==> src/include/dms_regs.svh <==
`ifndef DMS_REGS_SVH
`define DMS_REGS_SVH

// Special function register addresses
`define DMS_ADDR_P0_LOW     8'h82
`define DMS_ADDR_P0_HIGH    8'h83
`define DMS_ADDR_P1_LOW     8'h84
`define DMS_ADDR_P1_HIGH    8'h85
`define DMS_ADDR_PSEL       8'h86
`define DMS_ADDR_CLKCTL     8'h8E

// Field positions and reset values
`define DMS_STRETCH_LSB     0
`define DMS_STRETCH_MSB     2
`define DMS_PSEL_BIT        0
`define DMS_CLKCTL_RESET    8'h01
`define DMS_PSEL_RESET      8'h00
`define DMS_PTR_RESET       16'h0000

// Timing counts in oscillator clocks; DMS_BASE_MC counts machine cycles
`define DMS_CLK_PER_MC      4
`define DMS_BASE_MC         2
`define DMS_STROBE_ZERO     2
`define DMS_STROBE_STEP     4

`endif

==> src/include/dms_pkg.sv <==
package dms_pkg;

    typedef enum logic [2:0] {
        DMS_IDLE   = 3'b000,
        DMS_ADDR   = 3'b001,
        DMS_STROBE = 3'b011,
        DMS_HOLD   = 3'b010
    } dms_state_t;

    typedef logic [2:0]  dms_stretch_t;
    typedef logic [15:0] dms_ptr_t;

endpackage

==> src/rtl/dms_mc_timer.sv <==
`timescale 1ns/100ps
`default_nettype none
`include "dms_regs.svh"

module dms_mc_timer
    import dms_pkg::*;
(
    input  wire logic core_clk_i,
    input  wire logic sys_rst_i,
    output var  logic mc_tick_o
);

    logic [1:0] phase;
    logic [1:0] next_phase;
    logic       next_tick;

    always_comb begin
        next_phase = phase + 2'd1;
        next_tick  = (phase == 2'(`DMS_CLK_PER_MC - 1));
    end

    always_ff @(posedge core_clk_i) begin
        if (sys_rst_i) begin
            phase     <= 2'd0;
            mc_tick_o <= 1'b0;
        end else begin
            phase     <= next_phase;
            mc_tick_o <= next_tick;
        end
    end

endmodule // dms_mc_timer

`default_nettype wire

==> src/rtl/dms_xmem_unit.sv <==
`timescale 1ns/100ps
`default_nettype none
`include "dms_regs.svh"

module dms_xmem_unit
    import dms_pkg::*;
(
    input  wire logic       core_clk_i,
    input  wire logic       sys_rst_i,
    // Special function register port from the core
    input  wire logic [7:0] sfr_addr_i,
    input  wire logic       sfr_wr_i,
    input  wire logic [7:0] sfr_wdata_i,
    output var  logic [7:0] sfr_rdata_o,
    // Pointer instructions
    input  wire logic       ptr_load_i,
    input  wire logic [15:0] ptr_load_val_i,
    input  wire logic       ptr_inc_i,
    input  wire logic       psel_inc_i,
    output var  logic [15:0] data_pointer_o,
    // External data move request
    input  wire logic       xmove_req_i,
    input  wire logic       xmove_write_i,
    input  wire logic       xmove_use_ptr_i,
    input  wire logic [7:0] xmove_ri_addr_i,
    input  wire logic [7:0] xmove_wdata_i,
    output var  logic       core_stall_o,
    output var  logic       xmove_done_o,
    output var  logic [7:0] xmove_rdata_o,
    // External bus pins
    input  wire logic [7:0] addr_data_mux_port_i,
    output var  logic [7:0] addr_data_mux_port_o,
    output var  logic       addr_data_mux_port_oe_n_o,
    output var  logic [7:0] high_address_port_o,
    output var  logic       addr_latch_o,
    output var  logic       rd_strobe_n_o,
    output var  logic       wr_strobe_n_o
);

    // ------------------------------------------------------------
    // Register file
    // ------------------------------------------------------------
    logic [7:0] clock_control_reg;
    logic [7:0] next_clock_control_reg;
    logic       pointer_select;
    logic       next_pointer_select;
    dms_ptr_t   pointer_zero;
    dms_ptr_t   pointer_one;
    dms_ptr_t   next_pointer_zero;
    dms_ptr_t   next_pointer_one;
    dms_ptr_t   active_ptr;
    logic       mc_tick;

    // Bus pins pass three flops; a change counts once stages two and three agree
    logic [7:0] pin_s1;
    logic [7:0] pin_s2;
    logic [7:0] pin_s3;
    logic [7:0] pin_val;
    logic [7:0] next_pin_val;

    function automatic logic [7:0] sfr_read(input logic [7:0] a, input logic [7:0] ck,
                                            input logic ps, input dms_ptr_t p0,
                                            input dms_ptr_t p1);
        case (a)
            `DMS_ADDR_P0_LOW:  sfr_read = p0[7:0];
            `DMS_ADDR_P0_HIGH: sfr_read = p0[15:8];
            `DMS_ADDR_P1_LOW:  sfr_read = p1[7:0];
            `DMS_ADDR_P1_HIGH: sfr_read = p1[15:8];
            `DMS_ADDR_PSEL:    sfr_read = {7'h00, ps};
            `DMS_ADDR_CLKCTL:  sfr_read = ck;
            default:           sfr_read = 8'h00;
        endcase
    endfunction

    assign active_ptr = pointer_select ? pointer_one : pointer_zero;

    always_comb begin
        next_clock_control_reg = clock_control_reg;
        next_pointer_select    = pointer_select;
        next_pointer_zero      = pointer_zero;
        next_pointer_one       = pointer_one;
        if (sfr_wr_i) begin
            case (sfr_addr_i)
                `DMS_ADDR_CLKCTL:  next_clock_control_reg = sfr_wdata_i;
                `DMS_ADDR_PSEL:    next_pointer_select = sfr_wdata_i[`DMS_PSEL_BIT];
                `DMS_ADDR_P0_LOW:  next_pointer_zero[7:0] = sfr_wdata_i;
                `DMS_ADDR_P0_HIGH: next_pointer_zero[15:8] = sfr_wdata_i;
                `DMS_ADDR_P1_LOW:  next_pointer_one[7:0] = sfr_wdata_i;
                `DMS_ADDR_P1_HIGH: next_pointer_one[15:8] = sfr_wdata_i;
                default: ;
            endcase
        end
        if (psel_inc_i) begin
            next_pointer_select = ~pointer_select;
        end
        if (ptr_load_i || ptr_inc_i) begin
            if (pointer_select) begin
                next_pointer_one = ptr_load_i ? ptr_load_val_i : pointer_one + 16'h0001;
            end else begin
                next_pointer_zero = ptr_load_i ? ptr_load_val_i : pointer_zero + 16'h0001;
            end
        end
    end

    always_ff @(posedge core_clk_i) begin
        if (sys_rst_i) begin
            clock_control_reg <= `DMS_CLKCTL_RESET;
            pointer_select    <= 1'b0;
            pointer_zero      <= `DMS_PTR_RESET;
            pointer_one       <= `DMS_PTR_RESET;
            sfr_rdata_o       <= 8'h00;
            data_pointer_o    <= `DMS_PTR_RESET;
        end else begin
            clock_control_reg <= next_clock_control_reg;
            pointer_select    <= next_pointer_select;
            pointer_zero      <= next_pointer_zero;
            pointer_one       <= next_pointer_one;
            sfr_rdata_o       <= sfr_read(sfr_addr_i, next_clock_control_reg,
                                          next_pointer_select, next_pointer_zero,
                                          next_pointer_one);
            data_pointer_o    <= pointer_select ? next_pointer_one : next_pointer_zero;
        end
    end

    // ------------------------------------------------------------
    // Machine cycle timing and bus pin synchronizer
    // ------------------------------------------------------------
    dms_mc_timer u_mc_timer (
        .core_clk_i (core_clk_i),
        .sys_rst_i  (sys_rst_i),
        .mc_tick_o  (mc_tick)
    );

    always_comb begin
        next_pin_val = pin_val;
        if (pin_s2 == pin_s3) begin
            next_pin_val = pin_s3;
        end
    end

    always_ff @(posedge core_clk_i) begin
        if (sys_rst_i) begin
            pin_s1  <= 8'h00;
            pin_s2  <= 8'h00;
            pin_s3  <= 8'h00;
            pin_val <= 8'h00;
        end else begin
            pin_s1  <= addr_data_mux_port_i;
            pin_s2  <= pin_s1;
            pin_s3  <= pin_s2;
            pin_val <= next_pin_val;
        end
    end

    // ------------------------------------------------------------
    // External data move sequencer
    // ------------------------------------------------------------
    // Address phase is one clock, then the strobe, then hold to the end of the
    // stretched cycle count. Stretch is latched at start so a mid-move write
    // only affects the next move.
    dms_state_t  state;
    dms_state_t  next_state;
    logic [5:0]  clk_cnt;
    logic [5:0]  next_clk_cnt;
    logic [5:0]  strobe_len;
    logic [5:0]  next_strobe_len;
    logic [5:0]  total_len;
    logic [5:0]  next_total_len;
    logic        is_write;
    logic        next_is_write;
    logic [15:0] xaddr;
    logic [15:0] next_xaddr;
    logic [7:0]  wdata;
    logic [7:0]  next_wdata;
    logic [7:0]  next_rdata;
    logic        next_done;
    logic        next_ale;
    logic        next_rd_n;
    logic        next_wr_n;
    logic        next_oe_n;
    logic [7:0]  next_p0;
    dms_stretch_t st;

    assign st = clock_control_reg[`DMS_STRETCH_MSB:`DMS_STRETCH_LSB];

    always_comb begin
        next_state      = state;
        next_clk_cnt    = clk_cnt + 6'd1;
        next_strobe_len = strobe_len;
        next_total_len  = total_len;
        next_is_write   = is_write;
        next_xaddr      = xaddr;
        next_wdata      = wdata;
        next_rdata      = xmove_rdata_o;
        next_done       = 1'b0;
        next_ale        = 1'b0;
        next_rd_n       = 1'b1;
        next_wr_n       = 1'b1;
        next_oe_n       = 1'b1;
        next_p0         = addr_data_mux_port_o;
        case (state)
            DMS_IDLE: begin
                next_clk_cnt = 6'd0;
                // Start aligned to machine cycle boundary; program fetch untouched
                if (xmove_req_i && mc_tick) begin
                    next_state      = DMS_ADDR;
                    next_is_write   = xmove_write_i;
                    next_xaddr      = xmove_use_ptr_i ? active_ptr : {8'h00, xmove_ri_addr_i};
                    next_wdata      = xmove_wdata_i;
                    next_total_len  = 6'((`DMS_BASE_MC + st) * `DMS_CLK_PER_MC);
                    next_strobe_len = (st == 3'd0) ? 6'(`DMS_STROBE_ZERO) :
                                      6'(st * `DMS_STROBE_STEP);
                    next_ale        = 1'b1;
                    next_oe_n       = 1'b0;
                    next_p0         = next_xaddr[7:0];
                end
            end
            DMS_ADDR: begin
                next_state = DMS_STROBE;
                next_rd_n  = is_write;
                next_wr_n  = ~is_write;
                next_oe_n  = ~is_write;
                next_p0    = wdata;
            end
            DMS_STROBE: begin
                next_rd_n = is_write;
                next_wr_n = ~is_write;
                next_oe_n = ~is_write;
                if (clk_cnt == strobe_len) begin
                    next_state = DMS_HOLD;
                    next_rd_n  = 1'b1;
                    next_wr_n  = 1'b1;
                end
            end
            DMS_HOLD: begin
                next_oe_n = ~is_write;
                // Synced pin lags four clocks; keep the last two strobe-low samples
                if (!is_write && (clk_cnt == strobe_len + 6'd3)) begin
                    next_rdata = pin_val;
                end
                if (clk_cnt >= total_len - 6'd1) begin
                    next_state = DMS_IDLE;
                    next_done  = 1'b1;
                    next_oe_n  = 1'b1;
                end
            end
            default: next_state = DMS_IDLE;
        endcase
    end

    always_ff @(posedge core_clk_i) begin
        if (sys_rst_i) begin
            state                     <= DMS_IDLE;
            clk_cnt                   <= 6'd0;
            strobe_len                <= 6'd0;
            total_len                 <= 6'd0;
            is_write                  <= 1'b0;
            xaddr                     <= 16'h0000;
            wdata                     <= 8'h00;
            xmove_rdata_o             <= 8'h00;
            xmove_done_o              <= 1'b0;
            core_stall_o              <= 1'b0;
            addr_latch_o              <= 1'b0;
            rd_strobe_n_o             <= 1'b1;
            wr_strobe_n_o             <= 1'b1;
            addr_data_mux_port_oe_n_o <= 1'b1;
            addr_data_mux_port_o      <= 8'h00;
            high_address_port_o       <= 8'h00;
        end else begin
            state                     <= next_state;
            clk_cnt                   <= next_clk_cnt;
            strobe_len                <= next_strobe_len;
            total_len                 <= next_total_len;
            is_write                  <= next_is_write;
            xaddr                     <= next_xaddr;
            wdata                     <= next_wdata;
            xmove_rdata_o             <= next_rdata;
            xmove_done_o              <= next_done;
            core_stall_o              <= (next_state != DMS_IDLE);
            addr_latch_o              <= next_ale;
            rd_strobe_n_o             <= next_rd_n;
            wr_strobe_n_o             <= next_wr_n;
            addr_data_mux_port_oe_n_o <= next_oe_n;
            addr_data_mux_port_o      <= next_p0;
            high_address_port_o       <= next_xaddr[15:8];
        end
    end

endmodule // dms_xmem_unit

`default_nettype wire

==> config.mk <==
export PLATFORM = sky130hd
export DESIGN_NAME = dms_xmem_unit
export DESIGN_NICKNAME = d
export VERILOG_FILES = /design/src/include/dms_pkg.sv /design/src/rtl/dms_mc_timer.sv /design/src/rtl/dms_xmem_unit.sv
export VERILOG_INCLUDE_DIRS = /design/src /design/src/include
export SDC_FILE = /design/constraint.sdc
export NUM_CORES = 1
export LEC_CHECK = 0
export ABC_AREA = 1
export BUFFER_PORTS_ARGS = -buffer_cell sky130_fd_sc_hd__buf_4
export CAP_MARGIN = 15
export CORE_MARGIN = 8
export CORE_UTILIZATION = 45
export DETAILED_ROUTE_END_ITERATION = 10
export GPL_TIMING_DRIVEN = 0
export PLACE_DENSITY = 0.66
export SLEW_MARGIN = 25
export SYNTH_ARGS = -nofsm -noshare
export SYNTH_HDL_FRONTEND = slang
export SYNTH_HIERARCHICAL = 1
export SYNTH_SLANG_ARGS = --single-unit
==> constraint.sdc <==
create_clock -name core_clk_i -period 2.5 [get_ports core_clk_i]
set_clock_uncertainty 0.15 [all_clocks]
set_input_delay 0.5 -clock core_clk_i [delete_from_list [all_inputs] [get_ports core_clk_i]]
set_output_delay 0.5 -clock core_clk_i [all_outputs]
set_load 0.02 [all_outputs]
==> summary.md <==
| Metric | Value |
|---|---|
| Drt pass-1 iters | `5` |
| Die Y | `148 µm` |
| Setup TNS | `0 ps` |
| Hold Path Class | `in -> reg` |
| Yosys cell types | `49` |
| Drt via density | `about 5.3` |
| Post-synthesis compound-gate area fraction | `between 10% and 20%` |
| Syn Inst Count | `1,139` |
| Share of cells above drive strength 1 | `16.4%` |
| CTS tree | `built` |
| Non-Filler Instances | `1,512` |
| Max Clock Freq | `between 400 and 500 MHz` |
| Minimum clock period | `2330 ps` |
| Resized cells post-CTS | `0` |
| Leakage | `~0.0043 µW` |
| Root buffer cell | `clkbuf_16` |
| Post-layout util | `56.0%` |
| Chip width | `148 µm` |
| Area leader, netlist | `dfxtp_1` |
| Ys flop type | `dfxtp_1` |
| Crit path required time | `2670 ps` |
| Outcome | `completed` |
| R2r startpoint | `pointer_zero[0]` |
| WL/cell | `17.7 µm` |
| Hold path depth | `2` |
| Most frequent cells after synthesis | `nand2_1, nor2_1, dfxtp_1, nand3_1, inv_1` |
| Largest family of logic cells by synthesized area | `simple AND/OR/NAND/NOR gates` |
| Crit Reg-Reg Endpoint | `data_pointer_o[14]` |
| Synth top area cells | `dfxtp_1, nand2_1, nor2_1, nand3_1, inv_1` |
| Max-slew headroom | `42.7%` |
| Pint | `4350 µW` |
| YS warnings | `6` |
| Post-synthesis simple-gate area fraction | `32.6%` |
| Number of global-route vias before repair | `7,399` |
| Sequential share of the synthesized area | `40.0%` |
| Clock-pin slew on the worst setup and hold paths | `70 ps` |
| Post-Syn Area | `slightly below 8000 µm²` |
| CP Cell Sequence | `ha_1 -> nand2_1 -> nor2_2 -> nand3_1 -> nand2_1 -> nand2_1 -> nand2_1 -> nand2_1 -> nand2_1 -> nand2_1 -> o21ai_0 -> inv_1` |
| Routability cong. | `0.967` |
| Via count | `between 7,000 and 8,000` |
| CTS Buffer Depth | `2` |
| Worst Reg-to-Reg Cells | `12` |
| # hold bufs at CTS | `0` |
| Crit Path Class | `reg -> reg` |
| Fraction of registers with async set/reset | `0%` |
| Yosys reg bits | `156` |
| Drt drc | `0` |
| Post-synthesis xor/xnor area fraction | `roughly 1.9%` |
| Initial antenna violation count | `0` |
| Detail Route Antenna Nets | `0` |
| Post-CTS Setup Bufs | `0` |
| CP arrival | `roughly 2500 ps` |
| Final WL | `26,800 µm` |
| Pins Over Slew Limit | `0` |
| R2R Setup Slk | `roughly 170 ps` |
| NetSw | `~1900 µW` |
| DPL Wire Length | `21,000 µm` |
| Combinational fraction of design power | `13.6%` |
| Initial Util | `a little under half` |
| Die area | `21,800 µm²` |
| PD cells | `~650 nW/µm²` |
| Area growth syn-to-layout | `22.8%` |
| Fin nets | `roughly 1,400` |
| Num rows | `48` |
| RSZ-0062 raised after global routing | `no` |
| WHS Endpoint | `u_mc_timer/mc_tick_o` |
| I/O Pins | `119` |
| Synthesized netlist net count | `1,215` |
| Worst VDD drop | `0.000480 V` |
| Regs by FF count | `data_pointer_o: 16 flops, pointer_one: 16 flops, pointer_zero: 16 flops` |
| I/O Buffers | `roughly 120` |
| Initial DRC Count | `660` |
| Htree depth | `4` |
| Top cell type's share of synthesized area | `40.0%` |
| Syn_area_per_cell | `6.85 µm²` |
| Sw frac | `about 30%` |
| Worst Path Max Fanout | `8` |
| Tot GR Track Use | `24.4%` |
| Placed Instances | `1,480` |
| Most Frequent Cell on Critical Path | `nand2_1` |
| Worst-path cell with the longest stage delay | `dfxtp_1` |
| First-pass GRT wire length | `41,000 µm` |
| CP peak stage delay | `490 ps` |
| CTS sink cnt | `156` |
| Grt ovf | `0` |
| Endpoint type of the worst setup path | `flop` |
| Largest net degree at the start of global routing | `19` |
| Final Cycle Share | `between 90% and 100%` |
| Hold Violations, Final | `0` |
| Final setup vio count | `0` |
| Core ar. | `about 17,000 µm²` |
| Post-synthesis adder-cell area fraction | `1.76%` |
| Startpoint types | `flop` |
| WP buf/inv | `1` |
| Number of buffers created by CTS | `17` |
| Post-synth EDFFs | `0` |
| Ant diodes | `0` |
| Mux cell area share after synthesis | `0%` |
| Kind of cell adding the most delay to the critical path | `simple AND/OR/NAND/NOR gates` |
| Hold_sp | `sys_rst_i` |
| Clock Latency Late Sink | `approximately 430 ps` |
| Max cap viols | `0` |
| Sequential power share | `43.4%` |
| Most frequent cell after synthesis | `nand2_1` |
| Pin slew with the least headroom to its limit | `853 ps` |
| Clk pwr share | `43.0%` |
==> worst max-delay path by stage <==
stage / slack (ps) / endpoint / startpoint / cells after the start
3_3_place_gp: 110 / sfr_rdata_o[4] / sfr_addr_i[2] / 8
4_1_cts: 200 / data_pointer_o[14] / pointer_zero[0] / 12
3_5_place_dp: 140 / data_pointer_o[14] / sfr_addr_i[2] / 9
6_report: 170 / data_pointer_o[14] / pointer_zero[0] / 12
5_1_grt: 30 / sfr_rdata_o[6] / pointer_zero[0] / 14
2_1_floorplan: 590 / core_stall_o / total_len[2] / 10
==> power groups by stage <==
stage,registers (µW),logic (µW),clock network [µW]
final,2720,850,2700
after global routing,2730,941,2830
after CTS,2710,842,2720
after detailed placement,2770,837,0
after global placement,2770,834,0
after floorplan,2760,480,0
==> metal layers <==
metal | up-vias | wire length (µm) | GRT usage (%)
met4 | 0 | 556 | 9.38
met2 | 358 | 12000 | 37.8
li1 | 3993 | - | -
met3 | 37 | 2690 | 6.57
met5 | - | 0 | 0
met1 | 3585 | 11500 | 31.8
==> through the flow <==
stage	worst slack [ps]	instance area, µm²	power [µW]	hold WS (ps)
2_1_floorplan	586	7800	3250	228
3_3_place_gp	115	8950	3600	241
3_5_place_dp	143	8950	3610	243
4_1_cts	197	9580	6270	95.0
5_1_grt	26.0	9580	6500	91.6
6_report	168	9580	6270	102
==> layout by cell type, fill, tap and decap left out, drive strengths merged <==
master   count
a21oi       68
clkinv      11
nand3      107
dfxtp      156
a2111oi      4
nor4         2
clkbuf      46
o21ai       90
and2         7
a211oi       8
or2          6
nand4       12
o211ai      21
nand2      230
o2111ai      3
nor2       215
a31oi        2
o21bai       5
and3         2
bufinv       1
conb         1
xor2        10
o21a         1
ha          11
nor3         7
nor3b        2
nand3b       2
o31ai        1
inv        118
buf        131
xnor2        7
==> area by class of cell <==
| type | count | area, µm² |
|---|---|---|
| fillers | 1743 | 7540 |
| multi-input cells | 824 | 4040 |
| flip-flops and latches | 156 | 3120 |
| repair buffers | 116 | 871 |
| inverters | 115 | 432 |
| clock buffers | 17 | 425 |
| well taps | 225 | 282 |
| plain buffers | 44 | 204 |
| clock inverters | 15 | 200 |
==> logic make-up (layout without fill, tap and decap cells) <==
group	Yosys count	in the layout
buf+inv	159	307
other cells	1	1
fa+ha+maj	11	11
compound gates	203	203
flops	156	156
simple gates	592	592
xor+xnor	17	17
Power figures use the tool's default switching activity.
